==> src/spims_pkg.sv <==
// constants for the spi master/slave port
//
// Contract
// - block runs as master or slave per configuration, never both
// - slave takes serial clock, data and select; select may be forced
// - a transfer is eight bits with eight master clock pulses
// - both ends shift out and in together; master may drop received bits
// - master supports clock modes zero to three
// - msb first by default, lsb first by option, both roles
// - master uses shifter, transmit holding and receive holding registers
// - input capture holds each bit half a period, opposite edge
// - master makes the bit clock from the selected system clock divide
// - master drives no slave select output
// - rx buffer writes ignored; tx buffer reads return no data
// - interrupt from tx empty (default) or transfer complete
// - complete flag cleared only by a status read; no new interrupt meanwhile
// - slave takes all shift clocking from the incoming serial clock
// - slave shifts only while its low-active select is asserted
// - in modes 0 and 1 select edges queue the next tx byte
// - slave select comes from the pin or a software bit
// - deselected slave ignores pins, resets state, holds miso high
// - pin inputs are two-stage synchronised unless bypassed
// - clock select 000b..111b divides system clock by 2..256
// - tx write while idle starts transfer next edge, else it is buffered
// - overrun set when a byte arrives before the previous is read
// - phase 1 changes data on leading edge; polarity 1 idles high
package spims_pkg;
  localparam int          SPIMS_BITS     = 8;
  localparam logic [3:0]  SPIMS_LAST_BIT = 4'h7;
  localparam logic [7:0]  SPIMS_DIV_ONE  = 8'h01;
  localparam logic [7:0]  SPIMS_ZERO_B   = 8'h00;
  localparam int          SPIMS_FIFO_DEPTH = 16;
endpackage

==> src/spims_fifo_if.sv <==
// interface carrying the receive byte stream into the buffer
`timescale 1ns/10ps
interface spims_fifo_if #(parameter int WIDTH = 8);
  logic             push_valid;
  logic             push_ready;
  logic [WIDTH-1:0] push_data;
  logic             pop_valid;
  logic             pop_ready;
  logic [WIDTH-1:0] pop_data;
  modport fifo (input push_valid, push_data, pop_ready, output push_ready, pop_valid, pop_data);
  modport user (output push_valid, push_data, pop_ready, input push_ready, pop_valid, pop_data);
endinterface

==> src/spims_fifo.sv <==
// parameterised receive fifo with valid/ready on both sides
`timescale 1ns/10ps
module spims_fifo #(
  parameter int WIDTH = 8,
  parameter int DEPTH = 16
) (
  input  wire logic  clk_i,
  input  wire logic  reset_n_i,
  spims_fifo_if.fifo q
);
  localparam int AW = $clog2(DEPTH);
  logic [WIDTH-1:0] mem [DEPTH];
  logic [AW-1:0]    wr_ptr_reg;
  logic [AW-1:0]    rd_ptr_reg;
  logic [AW:0]      count_reg;
  wire              do_push = q.push_valid && q.push_ready;
  wire              do_pop  = q.pop_valid && q.pop_ready;

  // full and empty straight from the occupancy count
  assign q.push_ready = (count_reg != (AW+1)'(DEPTH));
  assign q.pop_valid  = (count_reg != '0);
  assign q.pop_data   = mem[rd_ptr_reg];

  // storage has no reset, pointers do
  always_ff @(posedge clk_i)
  begin
    if (do_push)
      mem[wr_ptr_reg] <= q.push_data;
  end

  always_ff @(posedge clk_i)
  begin
    if (!reset_n_i)
    begin
      wr_ptr_reg <= '0;
      rd_ptr_reg <= '0;
      count_reg  <= '0;
    end
    else
    begin
      if (do_push)
        wr_ptr_reg <= AW'(wr_ptr_reg + 1'b1);
      if (do_pop)
        rd_ptr_reg <= AW'(rd_ptr_reg + 1'b1);
      count_reg <= (AW+1)'(count_reg + {{AW{1'b0}}, do_push} - {{AW{1'b0}}, do_pop});
    end
  end
endmodule

==> src/spims_core.sv <==
// spi master/slave port: pins, shifter, holding buffers, status
`timescale 1ns/10ps
module spims_core #(
  parameter int FIFO_DEPTH = spims_pkg::SPIMS_FIFO_DEPTH
) (
  input  wire logic       clk_i,
  input  wire logic       reset_n_i,
  // configuration and control
  input  wire logic       enable_i,
  input  wire logic       slave_role_i,
  input  wire logic       lsb_first_i,
  input  wire logic       clk_phase_i,
  input  wire logic       clk_polarity_i,
  input  wire logic [2:0] clock_sel_i,
  input  wire logic       sync_bypass_bit_i,
  input  wire logic       ss_force_n_i,
  input  wire logic       ss_level_i,
  input  wire logic       int_sel_i,
  // cpu data access
  input  wire logic       tx_write_i,
  input  wire logic [7:0] tx_data_i,
  input  wire logic       rx_read_i,
  input  wire logic       rx_write_i,
  input  wire logic       status_read_i,
  output logic      [7:0] rx_data_o,
  output logic      [7:0] tx_read_data_o,
  output logic            tx_empty_o,
  output logic            rx_full_o,
  output logic            complete_o,
  output logic            overrun_o,
  output logic            irq_o,
  // pins
  input  wire logic       sclk_i,
  input  wire logic       mosi_i,
  input  wire logic       miso_i,
  input  wire logic       ss_n_i,
  output logic            sclk_o,
  output logic            sclk_oe_o,
  output logic            mosi_o,
  output logic            mosi_oe_o,
  output logic            miso_o,
  output logic            miso_oe_o
);

  // ----------------------------------------------------------------
  // state types
  // ----------------------------------------------------------------
  typedef enum logic [2:0] {
    SPIMS_IDLE  = 3'b001,
    SPIMS_LEAD  = 3'b010,
    SPIMS_TRAIL = 3'b100
  } spims_state_t;

  spims_state_t state_reg;
  spims_state_t state_next;

  // ----------------------------------------------------------------
  // input synchronisers
  // ----------------------------------------------------------------
  logic [3:0] sync1_reg;
  logic [3:0] sync2_reg;
  wire  [3:0] raw_pins = {ss_n_i, miso_i, mosi_i, sclk_i};

  // two flops per pin; first stage only feeds the second
  always_ff @(posedge clk_i)
  begin
    if (!reset_n_i)
    begin
      sync1_reg <= 4'hD;
      sync2_reg <= 4'hD;
    end
    else
    begin
      sync1_reg <= raw_pins;
      sync2_reg <= sync1_reg;
    end
  end

  // bypass picks the raw pins (caller owns metastability then)
  wire [3:0] pins  = sync_bypass_bit_i ? raw_pins : sync2_reg;
  wire       s_sclk = pins[0];
  wire       s_mosi = pins[1];
  wire       s_miso = pins[2];
  wire       s_ssn  = pins[3];

  // ----------------------------------------------------------------
  // role and select decode
  // ----------------------------------------------------------------
  wire is_master = enable_i && !slave_role_i;
  wire is_slave  = enable_i && slave_role_i;
  wire ss_eff_n  = ss_force_n_i ? s_ssn : ss_level_i;
  wire selected  = is_slave && !ss_eff_n;

  // ----------------------------------------------------------------
  // master bit clock divider
  // ----------------------------------------------------------------
  logic [7:0] div_cnt_reg;
  // half period = 2^sel system clocks, full period = 2^(sel+1)
  wire  [7:0] half_cnt = 8'(spims_pkg::SPIMS_DIV_ONE << clock_sel_i);
  wire        half_tick = (div_cnt_reg == 8'(half_cnt - 8'h01));

  always_ff @(posedge clk_i)
  begin
    if (!reset_n_i || state_reg == SPIMS_IDLE)
      div_cnt_reg <= spims_pkg::SPIMS_ZERO_B;
    else
      div_cnt_reg <= half_tick ? spims_pkg::SPIMS_ZERO_B : 8'(div_cnt_reg + 8'h01);
  end

  // ----------------------------------------------------------------
  // slave clock edge detect (on the synchronised or bypassed level)
  // ----------------------------------------------------------------
  logic sclk_prev_reg;
  logic ssn_prev_reg;
  always_ff @(posedge clk_i)
  begin
    if (!reset_n_i)
    begin
      sclk_prev_reg <= 1'b0;
      ssn_prev_reg  <= 1'b1;
    end
    else
    begin
      sclk_prev_reg <= s_sclk;
      ssn_prev_reg  <= ss_eff_n;
    end
  end

  // leading edge leaves idle level; polarity 1 idles high
  wire s_lead  = selected && (s_sclk != sclk_prev_reg) && (sclk_prev_reg == clk_polarity_i);
  wire s_trail = selected && (s_sclk != sclk_prev_reg) && (sclk_prev_reg != clk_polarity_i);
  wire ss_fall = is_slave && ssn_prev_reg && !ss_eff_n;

  // ----------------------------------------------------------------
  // unified edge strobes
  // ----------------------------------------------------------------
  wire m_lead  = is_master && half_tick && state_reg == SPIMS_LEAD;
  wire m_trail = is_master && half_tick && state_reg == SPIMS_TRAIL;
  wire e_lead  = m_lead || s_lead;
  wire e_trail = m_trail || s_trail;
  // phase 1 shifts on leading, samples on trailing; phase 0 the reverse
  wire e_shift  = clk_phase_i ? e_lead : e_trail;
  wire e_sample = clk_phase_i ? e_trail : e_lead;
  wire data_in  = is_master ? s_miso : s_mosi;

  // ----------------------------------------------------------------
  // datapath registers
  // ----------------------------------------------------------------
  logic [7:0] shifter_reg;
  logic [7:0] tx_holding_buf;
  logic       rxd_reg;
  logic [3:0] bit_cnt_reg;
  logic       busy_reg;
  logic       out_bit_reg;
  logic       sclk_reg;

  wire last_bit  = (bit_cnt_reg == spims_pkg::SPIMS_LAST_BIT);
  // byte done on the eighth trailing edge in every mode
  wire byte_done = last_bit && e_trail && busy_reg;
  // phase 1: first bit already stands after load, so the first leading edge must not shift
  wire do_shift  = e_shift && (busy_reg || is_slave) && !(clk_phase_i && bit_cnt_reg == '0);
  wire m_start   = is_master && state_reg == SPIMS_IDLE && !tx_empty_o;
  // slave loads on select fall (modes 0/1 need it) or at byte end
  wire s_load    = (ss_fall || (is_slave && byte_done)) && !tx_empty_o;
  wire load      = m_start || (is_master && byte_done && !tx_empty_o) || s_load;

  function automatic logic [7:0] spims_shift(input logic [7:0] v, input logic b, input logic lsb);
    spims_shift = lsb ? {b, v[7:1]} : {v[6:0], b};
  endfunction

  function automatic logic spims_head(input logic [7:0] v, input logic lsb);
    spims_head = lsb ? v[0] : v[7];
  endfunction

  wire [7:0] shifted   = spims_shift(shifter_reg, rxd_reg, lsb_first_i);
  wire [7:0] rx_byte   = clk_phase_i ? spims_shift(shifter_reg, e_sample ? data_in : rxd_reg, lsb_first_i)
                                     : shifted;
  // next shifter value, so the data pin moves in the same cycle as the clock pin
  wire [7:0] shift_next = load ? tx_holding_buf : ((do_shift && !byte_done) ? shifted : shifter_reg);

  // state machine for master framing
  always_comb
  begin
    state_next = state_reg;
    unique case (state_reg)
      SPIMS_IDLE:  if (m_start || (is_master && busy_reg)) state_next = SPIMS_LEAD;
      SPIMS_LEAD:  if (m_lead) state_next = SPIMS_TRAIL;
      SPIMS_TRAIL: if (m_trail) state_next = (last_bit && tx_empty_o) ? SPIMS_IDLE : SPIMS_LEAD;
    endcase
    if (!is_master)
      state_next = SPIMS_IDLE;
  end

  // shift, capture and count
  always_ff @(posedge clk_i)
  begin
    if (!reset_n_i || (is_slave && ss_eff_n) || !enable_i)
    begin
      state_reg   <= SPIMS_IDLE;
      shifter_reg <= 8'hFF;
      rxd_reg     <= 1'b0;
      bit_cnt_reg <= 4'h0;
      busy_reg    <= 1'b0;
    end
    else
    begin
      state_reg <= state_next;
      if (e_sample)
        rxd_reg <= data_in;
      if (load)
      begin
        shifter_reg <= tx_holding_buf;
        busy_reg    <= 1'b1;
        bit_cnt_reg <= 4'h0;
      end
      else if (byte_done)
        busy_reg <= 1'b0;
      else
      begin
        // shifts follow the phase; the count follows trailing edges
        if (do_shift)
          shifter_reg <= shifted;
        if (e_trail && (busy_reg || is_slave))
          bit_cnt_reg <= 4'(bit_cnt_reg + 4'h1);
      end
    end
  end

  // ----------------------------------------------------------------
  // cpu side status and receive stream
  // ----------------------------------------------------------------
  spims_fifo_if #(.WIDTH(spims_pkg::SPIMS_BITS)) rxq ();
  spims_fifo #(.WIDTH(spims_pkg::SPIMS_BITS), .DEPTH(FIFO_DEPTH)) u_rx_fifo (
    .clk_i     (clk_i),
    .reset_n_i (reset_n_i),
    .q         (rxq)
  );
  assign rxq.push_valid = byte_done;
  assign rxq.push_data  = rx_byte;
  // drain into rx holding buffer once software has taken the last one
  assign rxq.pop_ready  = !rx_full_o || rx_read_i;

  // flags: hardware set wins over software clear
  always_ff @(posedge clk_i)
  begin
    if (!reset_n_i)
    begin
      tx_holding_buf <= spims_pkg::SPIMS_ZERO_B;
      tx_empty_o     <= 1'b1;
      rx_full_o      <= 1'b0;
      rx_data_o      <= spims_pkg::SPIMS_ZERO_B;
      complete_o     <= 1'b0;
      overrun_o      <= 1'b0;
    end
    else
    begin
      if (tx_write_i)
      begin
        tx_holding_buf <= tx_data_i;
        tx_empty_o     <= 1'b0;
      end
      if (load)
        tx_empty_o <= 1'b1;
      if (rxq.pop_valid && rxq.pop_ready)
      begin
        rx_data_o <= rxq.pop_data; // write port ignored
        rx_full_o <= 1'b1;
      end
      else if (rx_read_i)
        rx_full_o <= 1'b0;
      if (byte_done)
        complete_o <= 1'b1;
      else if (status_read_i)
        complete_o <= 1'b0;
      if (byte_done && (rx_full_o || rxq.pop_valid) && !rx_read_i)
        overrun_o <= 1'b1;
      else if (status_read_i)
        overrun_o <= 1'b0;
    end
  end

  // ----------------------------------------------------------------
  // pin drivers, all registered
  // ----------------------------------------------------------------
  always_ff @(posedge clk_i)
  begin
    if (!reset_n_i)
    begin
      sclk_reg       <= 1'b0;
      out_bit_reg    <= 1'b1;
      sclk_o         <= 1'b0;
      sclk_oe_o      <= 1'b0;
      mosi_o         <= 1'b1;
      mosi_oe_o      <= 1'b0;
      miso_o         <= 1'b1;
      miso_oe_o      <= 1'b0;
      irq_o          <= 1'b0;
      tx_read_data_o <= spims_pkg::SPIMS_ZERO_B;
    end
    else
    begin
      // sclk toggles on each half tick away from idle polarity
      sclk_reg    <= (state_next == SPIMS_TRAIL) ? !clk_polarity_i : clk_polarity_i;
      out_bit_reg <= spims_head(shift_next, lsb_first_i);
      sclk_o      <= sclk_reg;
      sclk_oe_o   <= is_master;
      mosi_o      <= out_bit_reg;
      mosi_oe_o   <= is_master;                 // no select driven
      miso_o      <= selected ? out_bit_reg : 1'b1;
      miso_oe_o   <= is_slave;
      irq_o       <= int_sel_i ? complete_o : tx_empty_o;
      tx_read_data_o <= spims_pkg::SPIMS_ZERO_B;
    end
  end

  // rx_write_i is accepted and deliberately has no effect
  wire unused_ok = rx_write_i;
endmodule

==> config.mk <==
export PLATFORM = sky130hd
export DESIGN_NAME = spims_core
export DESIGN_NICKNAME = d
export VERILOG_FILES = /design/src/spims_pkg.sv /design/src/spims_fifo_if.sv /design/src/spims_fifo.sv /design/src/spims_core.sv
export SDC_FILE = /design/constraint.sdc
export NUM_CORES = 1
export LEC_CHECK = 0
export ABC_CLOCK_PERIOD_IN_PS = 4000
export BUFFER_PORTS_ARGS = -buffer_cell sky130_fd_sc_hd__buf_2
export CAP_MARGIN = 0
export CORE_ASPECT_RATIO = 2
export CORE_MARGIN = 2
export CORE_UTILIZATION = 60
export DETAILED_ROUTE_END_ITERATION = 10
export GPL_ROUTABILITY_DRIVEN = 0
export PLACE_DENSITY = 0.79
export SYNTH_ARGS = -nofsm -noshare
export SYNTH_HDL_FRONTEND = slang
export SYNTH_SLANG_ARGS = --single-unit
==> constraint.sdc <==
create_clock -name clk_i -period 4 [get_ports clk_i]
set_input_delay 1.2 -clock clk_i [delete_from_list [all_inputs] [get_ports clk_i]]
set_output_delay 1.2 -clock clk_i [all_outputs]
set_load 0.005 [all_outputs]
Yosys cells after proc, flatten, opt, wreduce, memory -nomap -nowiden
Memories as Yosys holds them, arrays and structs flattened. A register that Yosys moved wholly into a read port is not among the register bits.
Cells that the tools add are included.
{"block": "classes", "addsub": 7, "eq_ne": 11, "shifts": 1, "n_mux": 32, "n_bitwise": 2, "reduce_logical": 67}
{"op": "8-bit two-way mux", "count": 8}
{"op": "1-bit logical AND", "count": 31}
{"op": "1-bit two-way mux", "count": 17}
{"op": "4-bit by 1-bit adder with 4-bit output, second input constant", "count": 3}
{"op": "1-bit logical OR", "count": 12}
{"op": "3-bit two-way mux", "count": 4}
{"op": "1-bit zero test", "count": 11}
{"op": "2-bit nonzero test", "count": 5}
{"op": "3-bit one-hot mux with 3 select lines", "count": 1}
{"op": "8-bit by 1-bit adder with 8-bit output, second input constant", "count": 1}
{"op": "8-bit equality test", "count": 1}
{"op": "1-bit by 3-bit left shift with 8-bit output, first input constant", "count": 1}
{"op": "8-bit by 1-bit subtractor with 8-bit output, second input constant", "count": 1}
{"op": "3-bit equality test, second input constant", "count": 2}
{"op": "2-bit AND reduction", "count": 3}
{"op": "2-bit OR reduction", "count": 3}
{"op": "5-bit by 1-bit adder with 5-bit output", "count": 1}
{"op": "5-bit inequality test, second input constant", "count": 1}
{"op": "5-bit nonzero test", "count": 1}
{"op": "5-bit by 1-bit subtractor with 5-bit output", "count": 1}
{"op": "4-bit by 3-bit equality test with 1-bit output, second input constant", "count": 1}
{"op": "4-bit zero test", "count": 1}
{"op": "4-bit two-way mux", "count": 1}
{"op": "3-bit by 1-bit equality test with 1-bit output, second input constant", "count": 1}
{"op": "other kinds (6)", "count": 8}
{"block": "word_totals", "reg_bits": 68, "ram_bits": 128, "input_bits": 30, "output_inout_bits": 27, "elab_cells": 147, "mem_count": 1}
{"name": "u_rx_fifo.mem", "words": 16, "width": 8, "rd": 1, "rd_clocked_by_memory_dff": 1, "wr": 1, "line": "spims_fifo.sv:12", "rtl": "logic [WIDTH-1:0] mem [DEPTH];"}

Logic depth before layout (Yosys ltp)
{"block": "logic_depth", "ltp_word": 15, "depth_mapped": 14, "depth_no_buf": 13}

By module
Synthesis repeated with hierarchy kept, for this count alone.
{"block": "unflattened", "cells_unflattened": 645, "area_unflattened_um2": 8871.0}
{"module": "spims_fifo", "n_inst": 1, "cells_per_inst": 308, "area_per_inst_um2": 5878.1, "seq_area_each_um2": 4184.0}
{"module": "spims_core", "n_inst": 1, "cells_per_inst": 337, "area_per_inst_um2": 2992.9, "seq_area_each_um2": 1261.2}

Least setup slack after synthesis
OpenSTA, ideal clock, no wires.
{"block": "synth_timing", "kind": "in2reg", "startpoint": "input port sync_bypass_bit_i", "endpoint": "register u_rx_fifo.count_reg[4]", "setup_ps": 116, "arrival_ps": 3557, "t_required_ps": 3884, "path_slack_ps": 328, "path_stages": 11, "path_buffers": 0, "cell_sequence": "mux2_4 > and3b_1 > o2111a_2 > a31oi_4 > a311oi_4 > ha_1 > fa_1 > a21oi_1 > nor2_1 > or3_1 > and3_1"}
{"block": "synth_between", "elab_chain_len": 12, "elab_cells_between_ends": 13, "cone_classes": "add/sub (2); eq/ne (1); mux (2); reduce/logical (8)"}
{"element": "start: declaration", "line": "spims_core.sv:15", "rtl": "input wire logic sync_bypass_bit_i,"}
{"element": "4-bit two-way mux *", "line": "spims_core.sv:80", "rtl": "wire [3:0] pins = sync_bypass_bit_i ? raw_pins : sync2_reg;"}
{"element": "1-bit two-way mux", "line": "spims_core.sv:91", "rtl": "wire ss_eff_n = ss_force_n_i ? s_ssn : ss_level_i;"}
{"element": "1-bit zero test", "line": "spims_core.sv:92", "rtl": "wire selected = is_slave && !ss_eff_n;"}
{"element": "1-bit logical AND", "line": "spims_core.sv:92"}
{"element": "1-bit logical AND * (2 in series)", "line": "spims_core.sv:131", "rtl": "wire s_trail = selected && (s_sclk != sclk_prev_reg) && (sclk_prev_reg != clk_polarity_i);"}
{"element": "1-bit logical OR *", "line": "spims_core.sv:140", "rtl": "wire e_trail = m_trail || s_trail;"}
{"element": "1-bit logical AND * (2 in series)", "line": "spims_core.sv:159", "rtl": "wire byte_done = last_bit && e_trail && busy_reg;"}
{"element": "1-bit logical AND *", "line": "spims_fifo.sv:16", "rtl": "wire do_push = q.push_valid && q.push_ready;"}
{"element": "5-bit by 1-bit adder with 5-bit output *", "line": "spims_fifo.sv:45", "rtl": "count_reg <= (AW+1)'(count_reg + {{AW{1'b0}}, do_push} - {{AW{1'b0}}, do_pop});"}
{"element": "5-bit by 1-bit subtractor with 5-bit output *", "line": "spims_fifo.sv:45"}
{"element": "end signal: assignment", "line": "spims_fifo.sv:45"}
{"element": "end: declaration", "line": "spims_fifo.sv:15", "rtl": "logic [AW:0] count_reg;"}
Mark *: on every way between the ends. The rest lies on a longest branch, timed or not.
A chain may end at the register's enable or synchronous reset.

Worst setup path in the final report
Same ends and word-level chain as after synthesis.

==> impl_summary.md <==
Floorplanning
57 I/O pins were placed. The die span in x is approximately 90 µm. The initial cell density of the core is 60.9%. The core region is 14300 µm². The die height is 174 µm.

The area of the die is roughly 16000 µm². The initialized floorplan defines 62 standard-cell rows.

Routing
The post-route DRC violation count is 0. In this run the remaining antenna-violating nets after routing total 0. The iteration-0 DRC count of the detailed router is 246. For this run, the detailed router's first-pass iteration total came to 5. After detailed routing, the number of vias per cell comes to 5.84. The wire length per cell is 20.3 µm. Across all layers, the routed design uses around 5000 vias. After detailed routing, the total wire length is between 15000 and 20000 µm.

CTS
The number of sinks handled by clock tree synthesis is between 200 and 250. After clock tree synthesis, the clock-pin slew on the worst setup and hold paths is 0.06 ns. The tree is rooted in a sky130_fd_sc_hd__clkbuf_16. The longest clock path from root to sink contains 3 buffers. The post-cts repair resize count is 0. In this run the post-CTS setup repair buffer count came out at 0. The CTS tree is built.

The number of clock buffers added by TritonCTS is 19. The hold-fix buffer count after cts is 0. For the worst-skew pair, the clock arrives at the later sink with an insertion delay of 0.49 ns. The deepest level of the CTS H-tree is 1.

Synthesis
The netlist area before placement is 8690 µm². The Yosys step of the flow raised 0 warnings. The average size of a mapped cell is 14.4 µm². In the synthesized netlist the dominant register cell turns out to be sky130_fd_sc_hd__edfxtp_1. The gate count of the mapped netlist is 603. Counting flops with an async set or reset pin after synthesis yields a share of 0%. The synthesized design contains roughly 130 enable-type register cells. The number of different library cells used by synthesis comes to 64.

The flip-flop and latch count after synthesis is 204. For this run, the register share of the synthesized area comes to between 60 and 70%.

Worst setup path
Of all nets on the critical path, the largest fanout is 5. In this run the register-to-register setup slack is 1.02 ns. The data arrival time of the critical path is 3.82 ns. Traced cell by cell, the critical path runs through buf_2, mux2_4, and3b_1, o2111a_2, a31oi_4, a311oi_4, ha_1, fa_1, a21oi_1, nor2_1, or3_1, and3_1. For the worst flop-to-flop path, the logic depth is 7. The critical path is of the in -> reg type. The worst register-to-register path begins at div_cnt_reg[2]. In this run the critical register-to-register path is captured at u_rx_fifo.mem[0][7].

The critical path launch point type is an input pin. The required time at the endpoint of the critical path is 4.37 ns. The worst setup path is captured at a flop. For this design, the slowest cell found on the critical path is sky130_fd_sc_hd__fa_1.

On the worst path, the slowest cell contributes a delay of 0.40 ns.

Timing
The number of max-slew violations in the final report was 0. Headroom to the max-slew limit came out at 25.9%. Setup total negative slack on the finished layout was measured at 0 ns. The worst-case setup margin in the final layout is 0.549 ns. The final critical-path required period is ~3.5 ns.

The clock skew after layout is about 0.016 ns. The final cycle utilization of the critical path is 86.3%. Setup repair after global routing left no endpoint under its margin. Setup violations remaining at the end of the flow were counted as 0.

The worst hold margin is 0.411 ns. For the pin with the worst max-slew slack, the measured transition is 1.11 ns. Derived from the worst setup path, the maximum achievable clock frequency is just under 300 MHz.

The total count of hold-check failures in the final report was 0.

Layout
The number of nets in the finished design is around 720. In the layout the commonest cells are sky130_fd_sc_hd__edfxtp_1 (128), sky130_fd_sc_hd__dfxtp_1 (74), sky130_fd_sc_hd__buf_2 (47). The register containing the most flip-flops in the final layout is u_rx_fifo.mem. The post-route netlist has between 20% and 30% of its cells at a drive strength greater than 1. The sequential standard cell area is 5370 µm². After filler insertion, the fill cell instance count of the layout stands at 1008.

The area added between synthesis and finish is 12.5%. The register with the most flip-flops in the layout has 128 of them. Summing all multi-input logic gate instances after layout gives 3110 µm².

The utilization after layout is 68.5%. The final antenna diode count is 0. The most common cell after layout, fill and taps aside is sky130_fd_sc_hd__edfxtp_1.

Power
The proportion of power drawn by combinational gates is 18.5%. Of the total power, the share spent switching nets is 25.2%. In this run the power density over the cells is 519 nW/µm². The switching power is 1.28 mW. The register share of total power is 48.8%. Cell internal power was estimated by the tool at 3.79 mW. The share of total power dissipated in the clock network is 32.7%. In this run the static leakage power is 3.42 nW. The worst ir drop on vdd is 396 µV.

Outcome
The flow ran to the end, and the final reports show no timing, DRC or antenna violations.

GRT
The first global-routing pass estimated between 20000 and 30000 µm of wire. The via count of the first global-routing pass is 5472. After global routing the overflow that remains totals 0. In the global route stage, overall resource usage came out at 24.0%. Entering global routing, the biggest net connects 38 pins.

The initial antenna violation count is 0.

Flow run
The max capacitance violation total is 0.

Min path
The startpoint of the worst hold path is sync1_reg[2]. For hold timing, the worst endpoint is sync2_reg[2]. The worst hold path cell count is 1. The class of the tightest hold or removal check is reg -> reg.

Place
The placed wire-length estimate after detailed placement is 12600 µm. The count of buffers inserted at the top-level ports is 47. OpenSTA, run right after detailed placement, puts the worst setup slack at 0.0846 ns.
-- worst max-delay path, delay by kind of cell --
kind	cells	cell delay (ns)
AO/OA/AOI/OAI	4	0.75
adder cells (fa/ha/maj)	2	0.63
buffers and inverters	1	0.13
multiplexers	1	0.33
AND/OR/NAND/NOR	4	0.78
-- metal layers --
metal | routed length, µm | GRT usage, % | vias to the layer above
met4 | 633 | 9.14 | 0
met3 | 592 | 2.47 | 45
met5 | 0 | 0 | -
met2 | 10500 | 45.0 | 143
met1 | 6030 | 26.6 | 2543
li1 | - | - | 2370
-- synth_stat cells, drive strengths merged (2+ instances only) --
| cell type | n | area (µm²) |
|---|---|---|
| nor3 | 4 | 20.0 |
| a211oi | 4 | 40.0 |
| nor3b | 3 | 22.5 |
| xnor2 | 10 | 87.6 |
| nor2 | 43 | 161 |
| nand4 | 6 | 37.5 |
| and3 | 8 | 50.1 |
| ha | 14 | 175 |
| edfxtp | 128 | 3840 |
| dfxtp | 76 | 1520 |
| o21a | 3 | 22.5 |
| mux4 | 41 | 923 |
| nand2b | 15 | 93.8 |
| a21o | 3 | 22.5 |
| or2 | 3 | 18.8 |
| a31oi | 6 | 58.8 |
| mux2i | 30 | 313 |
| buf | 16 | 100 |
| clkbuf | 19 | 71.3 |
| nand2 | 22 | 87.6 |
| and3b | 2 | 17.5 |
| a21oi | 17 | 88.8 |
| and2 | 19 | 119 |
| a41oi | 2 | 17.5 |
| o21ai | 12 | 63.8 |
| mux2 | 7 | 86.3 |
| inv | 18 | 67.6 |
| nand3 | 14 | 75.1 |
| nor2b | 24 | 150 |
| a311o | 2 | 20.0 |
| a2111o | 2 | 22.5 |
| xor2 | 10 | 87.6 |
-- logic make-up (layout without fill, tap and decap cells) --
logic type	count (synthesis)	count (layout)	share of synthesized area [%]
other cells	1	8	0.0431
simple gates	168	168	10.3
compound gates	64	64	5.72
flops	204	204	61.7
mux	78	78	15.2
xor+xnor	20	20	2.02
fa+ha+maj	15	15	2.25
buf+inv	53	124	2.75
-- power by group through the flow --
stage / registers, mW / clock network, mW / logic, mW
floorplan: 2.41 / 0 / 0.811
global placement: 2.52 / 0 / 0.920
detailed placement: 2.52 / 0 / 0.953
CTS: 2.48 / 1.69 / 0.958
global route: 2.50 / 1.76 / 1.04
finish: 2.47 / 1.66 / 0.937
-- worst max-delay path by stage --
stage,startpoint,endpoint,slack (ns),cells past startpoint
global route,clock_sel_i[1],u_rx_fifo.mem[5][7],0.37,8
global placement,sync_bypass_bit_i,u_rx_fifo.count_reg[4],0.1,12
finish,sync_bypass_bit_i,u_rx_fifo.count_reg[4],0.55,12
detailed placement,sync_bypass_bit_i,u_rx_fifo.count_reg[4],0.08,12
floorplan,sync_bypass_bit_i,u_rx_fifo.count_reg[4],0.33,11
CTS,sync_bypass_bit_i,u_rx_fifo.count_reg[4],0.57,12
-- through the flow --
stage / std cells / power (mW) / area [µm²]
floorplan: 610 / 3.22 / 8720
global placement: 841 / 3.44 / 9230
detailed placement: 841 / 3.48 / 9230
CTS: 873 / 5.12 / 9780
global route: 873 / 5.29 / 9780
finish: 873 / 5.07 / 9780
-- cell type report --
type                    instances  area share [%]
multi-input cells             353            31.8
flip-flops and latches        204            54.9
inverters                      18           0.691
clock inverters                 3           0.384
repair buffers                 74            4.48
clock buffers                  29            5.25
well taps                     192            2.46
Note: power is estimated with default switching activity, not from simulation.
